**src/rtl/itp_pkg.sv**
```systemverilog
// Purpose: Constants and types for the prescaled interval timer
// Assumes: APB slave, 32-bit data, one word per register
package itp_pkg;

    // ****************************************
    // Register map
    // ****************************************
    localparam logic [11:0] ITP_OFF_COUNT    = 12'h000;
    localparam logic [11:0] ITP_OFF_PRESCALE = 12'h004;
    localparam logic [11:0] ITP_OFF_PERIOD   = 12'h008;
    localparam logic [11:0] ITP_OFF_STATUS   = 12'h00c;
    localparam logic [11:0] ITP_OFF_MASK     = 12'h010;

    // ****************************************
    // Reset values
    // ****************************************
    localparam logic [15:0] ITP_RST_COUNT    = 16'h0000;
    localparam logic [7:0]  ITP_RST_PRESCALE = 8'h00;
    localparam logic [15:0] ITP_RST_PERIOD   = 16'h0000;
    localparam logic        ITP_RST_MASK     = 1'b0;

    // Status and mask share this layout
    localparam int          ITP_BIT_ZERO     = 0;

    typedef struct packed {
        logic        sel;
        logic        enable;
        logic        write;
        logic [11:0] addr;
        logic [31:0] wdata;
    } itp_apb_req_type;

endpackage

```
**src/rtl/itp_timer.sv**
```systemverilog
// Purpose: Prescaled 16-bit interval timer with APB registers and interrupt
// Assumes: Single clock, synchronous active-high reset
// Notes:   Zero status is sticky, cleared by reading the status register
//
// Added by the designer: the APB interface to the registers and the address map.
`timescale 1ns/100ps
module itp_timer
    import itp_pkg::*;
#(
    parameter int COUNT_W = 16,
    parameter int SCALE_W = 8
) (
    input  wire logic        CLK_I,
    input  wire logic        RESET_I,
    input  wire logic        PSEL_I,
    input  wire logic        PENABLE_I,
    input  wire logic        PWRITE_I,
    input  wire logic [11:0] PADDR_I,
    input  wire logic [31:0] PWDATA_I,
    output logic      [31:0] PRDATA_O,
    output logic             PREADY_O,
    output logic             PSLVERR_O,
    output logic             IRQ_O
);

    // ****************************************
    // Parameter check
    // ****************************************
    if (COUNT_W != 16 || SCALE_W != 8) begin : g_bad_width
        $error("itp_timer supports only the documented widths");
    end

    // ****************************************
    // Bus decode
    // ****************************************
    itp_apb_req_type req;
    assign req = '{sel: PSEL_I, enable: PENABLE_I, write: PWRITE_I, addr: PADDR_I, wdata: PWDATA_I};

    logic [15:0] count;
    logic [7:0]  prescale;
    logic [15:0] period;
    logic [7:0]  scale_cnt;
    logic        zero_flag;
    logic        zero_mask;

    wire         setup_ph   = req.sel && !req.enable;
    wire         access_ph  = req.sel && req.enable && PREADY_O;
    wire         hit_count  = req.addr == ITP_OFF_COUNT;
    wire         hit_scale  = req.addr == ITP_OFF_PRESCALE;
    wire         hit_period = req.addr == ITP_OFF_PERIOD;
    wire         hit_status = req.addr == ITP_OFF_STATUS;
    wire         hit_mask   = req.addr == ITP_OFF_MASK;
    wire         mapped     = hit_count | hit_scale | hit_period | hit_status | hit_mask;
    wire         wr_ok      = access_ph && req.write && mapped;
    wire         rd_status  = access_ph && !req.write && hit_status;

    wire  [31:0] rd_mux     = hit_count  ? {16'h0000, count} :
                              hit_scale  ? {24'h000000, prescale} :
                              hit_period ? {16'h0000, period} :
                              hit_status ? {31'h00000000, zero_flag} :
                              hit_mask   ? {31'h00000000, zero_mask} : 32'h00000000;

    // ****************************************
    // Timer datapath
    // ****************************************
    // prescaler expiry strobe
    wire         tick       = scale_cnt == 8'h00;
    wire  [7:0]  next_scale = tick ? prescale : scale_cnt - 8'h01;
    wire         at_zero    = tick && count == 16'h0001;
    // decrement on strobe; reload period on the strobe at count 1
    wire  [15:0] next_count = (wr_ok && hit_count) ? req.wdata[15:0] :
                              at_zero ? period :
                              tick ? count - 16'h0001 : count;
    // Set wins over the read-clear
    wire         next_flag  = at_zero | (zero_flag & ~rd_status);

    always_ff @(posedge CLK_I) begin
        if (RESET_I) begin
            count     <= ITP_RST_COUNT;
            prescale  <= ITP_RST_PRESCALE;
            period    <= ITP_RST_PERIOD;
            scale_cnt <= ITP_RST_PRESCALE;
            zero_flag <= 1'b0;
            zero_mask <= ITP_RST_MASK;
        end else begin
            // runs every cycle, bus never stalls it
            count     <= next_count;
            scale_cnt <= next_scale;
            zero_flag <= next_flag;
            if (wr_ok && hit_scale) begin
                prescale <= req.wdata[7:0];
            end
            if (wr_ok && hit_period) begin
                period <= req.wdata[15:0];
            end
            if (wr_ok && hit_mask) begin
                zero_mask <= req.wdata[ITP_BIT_ZERO];
            end
        end
    end

    // ****************************************
    // Bus answer and interrupt
    // ****************************************
    // No wait state: ready rises in the first access cycle after setup
    always_ff @(posedge CLK_I) begin
        if (RESET_I) begin
            PREADY_O  <= 1'b0;
            PRDATA_O  <= 32'h00000000;
            PSLVERR_O <= 1'b0;
            IRQ_O     <= 1'b0;
        end else begin
            PREADY_O  <= setup_ph;
            PRDATA_O  <= setup_ph ? rd_mux : 32'h00000000;
            PSLVERR_O <= setup_ph && !mapped;
            IRQ_O     <= next_flag & zero_mask;
        end
    end

endmodule

```
**config.mk**
```make
export PLATFORM = sky130hd
export DESIGN_NAME = itp_timer
export DESIGN_NICKNAME = d
export VERILOG_FILES = /design/src/rtl/itp_pkg.sv /design/src/rtl/itp_timer.sv
export SDC_FILE = /design/constraint.sdc
export NUM_CORES = 1
export LEC_CHECK = 0
export BUFFER_PORTS_ARGS = -buffer_cell sky130_fd_sc_hd__buf_2
export CELL_PAD_IN_SITES_DETAIL_PLACEMENT = 1
export CELL_PAD_IN_SITES_GLOBAL_PLACEMENT = 1
export CORE_MARGIN = 2
export CORE_UTILIZATION = 40
export DETAILED_ROUTE_END_ITERATION = 16
export HOLD_SLACK_MARGIN = 0.12
export PLACE_DENSITY = 0.86
export SKIP_LAST_GASP = 1
export SYNTH_ARGS = -nofsm -noshare
export SYNTH_HDL_FRONTEND = slang
export SYNTH_SLANG_ARGS = --single-unit
```
**constraint.sdc**
```tcl
create_clock -name CLK_I -period 2.33 [get_ports CLK_I]
set_input_delay 0.466 -clock CLK_I [delete_from_list [all_inputs] [get_ports CLK_I]]
set_output_delay 0.466 -clock CLK_I [all_outputs]
set_load 0.03 [all_outputs]
```
# After elaboration in Yosys (flattened, before gate mapping)
# Index checks and enable logic that the tools add are counted.
op_classes:
  n_eq_ne: 5
  n_mux: 9
  n_bitwise: 9
  add_sub_neg: 2
  reduce_logical: 21
op_table:
  columns: ["cell", "n"]
  rows:
  - ["$mux 16", 6]
  - ["$eq 12x4->1 const B", 2]
  - ["$eq 16x1->1 const B", 1]
  - ["$sub 16x1->16 const B", 1]
  - ["$logic_and 1x1->1", 13]
  - ["$eq 12x3->1 const B", 1]
  - ["$eq 12x5->1 const B", 1]
  - ["$logic_not 12->1", 1]
  - ["$logic_not 8->1", 1]
  - ["$mux 8", 1]
  - ["$sub 8x1->8 const B", 1]
  - ["$reduce_or 6->1", 1]
  - ["$or 1x1->1", 5]
  - ["$logic_not 1->1", 3]
  - ["$reduce_bool 3->1", 1]
  - ["$and 1x1->1", 2]
  - ["$mux 1", 2]
  - ["$not 1->1", 2]
  - ["$reduce_or 2->1", 1]
totals:
  input_bits: 49
  regBits: 85

# Depth between registers and ports, before layout
depth:
  ltp_word: 8
  depth_mapped: 8
  depth_no_buf: 7

# Worst setup path after synthesis
# No wires, ideal clock.
synth_path:
  path_type: "input-to-reg"
  startpoint: "input port PADDR_I[9]"
  endpoint: "register period[10]"
  cell_stages: 6
  setup_slack_ps: 228
  setup_time_ps: 128
  path_buffers: 1
  required_time_ps: 2202
  arrival_ps: 1975
  path_cell_list: "nor4_1 -> nand3_1 -> nor3_2 -> buf_4 -> mux2i_1 -> nor2_1"
synth_between:
  elab_chain_cells: 7
synth_rtl:
  columns: ["element", "line_no", "source"]
  rows:
  - ["from (decl)", "itp_timer.sv:18", "input wire logic [11:0] PADDR_I,"]
  - ["$eq 12x3->1 or $logic_not 12->1 (tied branches)", "itp_timer.sv:49, itp_timer.sv:48", null]
  - ["$or 1x1->1 (4 in series)", "itp_timer.sv:53", "wire mapped = hit_count | hit_scale | hit_period | hit_status | hit_mask;"]
  - ["$logic_and 1x1->1", "itp_timer.sv:54", "wire wr_ok = access_ph && req.write && mapped;"]
  - ["$logic_and 1x1->1 (*)", "itp_timer.sv:93", "if (wr_ok && hit_period) begin"]
  - ["to (signal assigned)", "itp_timer.sv:94", "period <= req.wdata[15:0];"]
  - ["to (decl)", "itp_timer.sv:41", "logic [15:0] period;"]
# Mark *: on every way between the ends. The rest lies on a longest branch, timed or not.
# A chain may end at the register's enable or synchronous reset.

# Worst setup path after layout
layout_path:
  startpoint: "register count[7]"
  endpoint: "register count[3]"
layout_between:
  elab_chain_cells: 4
layout_rtl:
  columns: ["element", "line_no", "source"]
  rows:
  - ["from (decl)", "itp_timer.sv:39", "logic [15:0] count;"]
  - ["from (signal assigned)", "itp_timer.sv:87", "count <= next_count;"]
  - ["$eq 16x1->1 (*)", "itp_timer.sv:69", "wire at_zero = tick && count == 16'h0001;"]
  - ["$logic_and 1x1->1 (*)", "itp_timer.sv:69", null]
  - ["$mux 16", "itp_timer.sv:72", "at_zero ? period :"]
  - ["$mux 16", "itp_timer.sv:71", "wire [15:0] next_count = (wr_ok && hit_count) ? req.wdata[15:0] :"]
# Marked as above.

==> results by stage <==
Layout:
- Of the cells placed in the final design, the portion with a size suffix greater than 1 is 24.0%.
- Summing all multi-input logic gate instances after layout gives 0.00195 mm^2.
- The antenna diode count is 0.
- The growth of design area from synthesis to finish is 17.1%.
- The top cell types in the final layout, fill and taps aside, are 69 x dfxtp_1, 68 x nor2_1, 51 x buf_2, 34 x mux2i_1, 28 x nand2_1.
- The fill cell total of the finished layout is between 1000 and 1500.
- Excluding fillers, the count of instances in the completed layout stands at 583.
- The final net count is 525.
- Registers take around 0.0014 mm^2.
- The library cell used most frequently in the layout, excluding fill and tap cells, is dfxtp_1.

Power:
- In this run the power density over the cells is 1250 mW/mm^2.
- Of the total power, the clock network draws 17.1%.
- The analysis attributes to net switching a power of 2.28 mW.
- The leakage power is 1.63 nW.
- The switching power as a share of total power is 44.3%.
- The design draws 5.15 mW.
- The relative contribution of sequential cells to total power is roughly a third.
- The share of total power dissipated in combinational logic is 50.9%.
- The highest ir drop seen on vdd is 0.000452 V.
- The internal portion of the total power is 2.87 mW.

Place:
- The total of buffers placed on input and output ports is slightly above 50.
- The placer congestion estimate is 0.943.
- In this run, placement finished with an instance count of around 570.
- The HPWL after detailed placement is 7.93 mm.

Clocking:
- The CTS root buffer is clkbuf_8.
- The clock tree from TritonCTS is done.
- Counting the buffers created by CTS gives 9.
- The clock tree buffer depth is 2.
- Buffers inserted to repair hold after CTS numbered 0.
- The clock transition at the registers of the reported paths is approximately 0.07 ns.
- The clock reaches the later pin of the worst-skew pair after 0.36 ns.
- The number of sinks driven by the clock tree is 69.
- In this run the number of H-tree levels came out at 3.

STA:
- The number of hold violations in the final report is 0.
- Between clock sinks in the finished design, the worst skew comes to roughly 0.0062 ns.
- Subtracting the final worst setup slack from the clock period gives 2.21 ns.
- After routing, the total negative slack on setup checks comes to 0 ns.
- Setup repair after global routing left no endpoint under its margin.
- The max-slew violation count is 0.
- The highest clock frequency the design can meet is 453 MHz.
- Headroom to the max-slew limit came out at 62.9%.
- Hold timing on the final database bottoms out at a slack of 0.333 ns.
- Dividing the final minimum period by the clock period gives 94.6%.
- At the pin with the least slew margin, the transition time is 0.552 ns.
- The setup violation total in the final timing report is 0.

Critical path:
- The signal on the critical path passes through or4_4, or3_1, nor4_1, a21oi_1, a32o_1.
- The worst endpoint required time is 2.58 ns.
- The worst setup path is launched from a register.
- The buffers plus inverters on the worst setup path is 0.
- The largest stage delay on the critical path is around 0.57 ns.
- The critical path crosses 5 cells after its start point.
- The setup path with the least slack is of type reg2reg.
- The endpoint identified for the worst register-to-register timing path is count[3].
- The cell family contributing the most delay on the critical path is simple AND/OR/NAND/NOR gates.
- The critical path's slowest cell is or3_1.
- The critical path launch point is count[7].
- The worst setup path is captured at a register.
- The register-to-register setup slack is ~0.12 ns.
- At the worst endpoint, the arrival time is roughly 2.5 ns.
- Along the worst path, the maximum fanout reaches 9.
- The startpoint identified for the worst register-to-register timing path is count[7].
- The number of cell instances on the worst register-to-register path is 5.

Global route:
- The number of global-route vias before repair is 3494.
- The initial antenna violation count came to 0.
- Summed over all layers, the global routing overflow is 0.
- The maximum number of pins on one net before global-route repair is 41.
- The global-route wire length before repair is 17.9 mm.
- In the global route stage, overall resource usage came out at between 20% and 30%.

Hold path:
- The number of cells traversed by the worst hold path is 3.
- The path with the worst hold slack has its endpoint at count[9].
- The path category of the worst min-delay check is in2reg.
- The beginning of the worst hold path is PWDATA_I[9].

Drt:
- The routed layout has 3294 vias.
- Wires add up to 10.9 mm.
- Dividing the detail-routed via count by the number of cells gives around 5.7.
- In this run the remaining antenna-violating nets after routing total 0.
- The count of TritonRoute iterations in the first routing pass is 4.
- After detailed routing, the number of remaining DRC violations is 0.
- The average wire length per cell after detail routing is 18.6 um.
- The starting DRC count in detailed routing is between 150 and 200.

Die:
- The starting density of the core is about 41%.
- From bottom edge to top edge, the die measures 97.8 um.
- The number of placement rows is 34.
- The top-level I/O count is 84.
- The die width is 97.8 um.
- The die covers 0.00957 mm^2.
- The core region is 0.00864 mm^2.

Logic synthesis:
- After Yosys synthesis, and, or, nand and nor cells account for 24.9% of the synthesized area.
- The dominant register cell in the synthesized netlist is dfxtp_1.
- Of the total synthesized cell area, the portion taken by XOR and XNOR cells is 1.24%.
- The synthesized instance count is 401.
- By area, the combinational part of the netlist is dominated by simple AND/OR/NAND/NOR gates.
- In this run, synthesis produced a sequential element count of 69.
- Multiplexer cells account for approximately a tenth of the synthesized area.
- Synthesis instantiated just over 60 different standard cells from the library.
- Yosys mapped a number of flops with a built-in enable equal to 0.
- Dividing the synthesized area by the synthesized cell count gives 8.78 um^2.
- The synthesized-area fraction occupied by ao, oa, aoi and oai cells is between 10% and 20%.
- The fraction of the mapped netlist area in adder cells is 1.42%.
- The count of yosys warnings during synthesis is 0.
- The fraction of registers with async set or reset after synthesis is 0%.
- For this run, the register share of the synthesized area comes to 39.2%.
- The cell area after synthesis is 0.00352 mm^2.

Run:
- Max-cap violations in this run came to 0.

Outcome:
- The flow ran to the end, and the final reports show no timing, DRC or antenna violations.
==> tightest hold or removal path: stages <==
cell and delay [ns]:
buf_2 0.09, nand2_1 0.05, nand2_1 0.06
==> registers in the layout, indices dropped and copies added (netlist names) <==
register   count
zero_mask      1
period        16
IRQ_O          1
PREADY_O       1
PSLVERR_O      1
zero_flag      1
scale_cnt      8
count         16
PRDATA_O      16
prescale       8
==> cell families (layout without fill, tap and decap cells) <==
logic type | count (synthesis) | after routing
buffers and inverters | 41 | 100
adders and majority gates | 4 | 4
DFF | 69 | 69
AOI/OAI and AO/OA | 82 | 82
muxes | 35 | 35
and+or+nand+nor | 164 | 164
other | 1 | 16
xor gates and xnor gates | 5 | 5
==> synthesized netlist by cell type, drive strengths merged, types with 2 or more instances <==
| master | count | area [um^2] |
|---|---|---|
| a31oi | 3 | 18.8 |
| a22oi | 8 | 60.1 |
| dfxtp | 69 | 1380 |
| o21ai | 20 | 100 |
| nand3 | 11 | 55.1 |
| a211oi | 10 | 75.1 |
| o41ai | 2 | 25.0 |
| or4 | 6 | 60.1 |
| nand3b | 3 | 22.5 |
| nand4 | 6 | 37.5 |
| buf | 24 | 174 |
| clkbuf | 9 | 43.8 |
| nor3b | 3 | 27.5 |
| nor3 | 14 | 90.1 |
| o31ai | 4 | 30.0 |
| nand2 | 29 | 111 |
| o2111ai | 2 | 17.5 |
| a311oi | 5 | 43.8 |
| o211ai | 2 | 15.0 |
| a2bb2oi | 2 | 17.5 |
| and3 | 3 | 21.3 |
| a21oi | 14 | 70.1 |
| o221ai | 2 | 17.5 |
| or3 | 4 | 25.0 |
| ha | 4 | 50.1 |
| nor4 | 8 | 92.6 |
| inv | 8 | 30.0 |
| nor2 | 69 | 275 |
| nand2b | 3 | 18.8 |
| mux2i | 34 | 340 |
| o311ai | 2 | 17.5 |
| xnor2 | 4 | 35.0 |
==> worst max path at each step <==
stage,to
2_1_floorplan,period[10]
3_3_place_gp,PRDATA_O[3]
3_5_place_dp,count[5]
4_1_cts,count[13]
5_1_grt,count[12]
6_report,count[3]
==> through the flow <==
stage	setup slack, ns	area, um^2	utilization [%]
floorplan	0.228	3580	-
global placement	0.0895	3950	45.7
detailed placement	-0.0332	3950	45.7
CTS	0.109	4110	47.6
global route	0.0294	4120	47.8
finish	0.125	4120	47.8
==> metal layers <==
layer / up-vias / wire, um / GRT usage (%)
met5: - / 0 / 0
met4: 0 / 209 / 8.87
met3: 23 / 541 / 5.65
met2: 100 / 5390 / 40.1
met1: 1591 / 4730 / 28.3
li1: 1580 / - / -
==> power groups by stage <==
stage	combinational (mW)	sequential, mW	clock [mW]
floorplan	1.88	1.60	0
global placement	2.42	1.65	0
detailed placement	2.54	1.67	0
CTS	2.57	1.64	0.892
global route	2.85	1.68	0.946
finish	2.62	1.65	0.879
==> cell type report <==
cell class | count | share of cell area (%)
Clock buffer | 12 | 3.76
Tap cell | 108 | 3.28
Timing Repair Buffer | 78 | 11.1
Inverter | 8 | 0.728
Multi-Input combinational cell | 306 | 47.4
Sequential cell | 69 | 33.5
Clock inverter | 2 | 0.243
==> timing repair <==
item | in CTS | in global routing
setup buffers | 0 | 1
gates resized for setup | 0 | 1
setup endpoints to repair | 0 | 6
No activity file was read; power rests on OpenSTA's default activity.
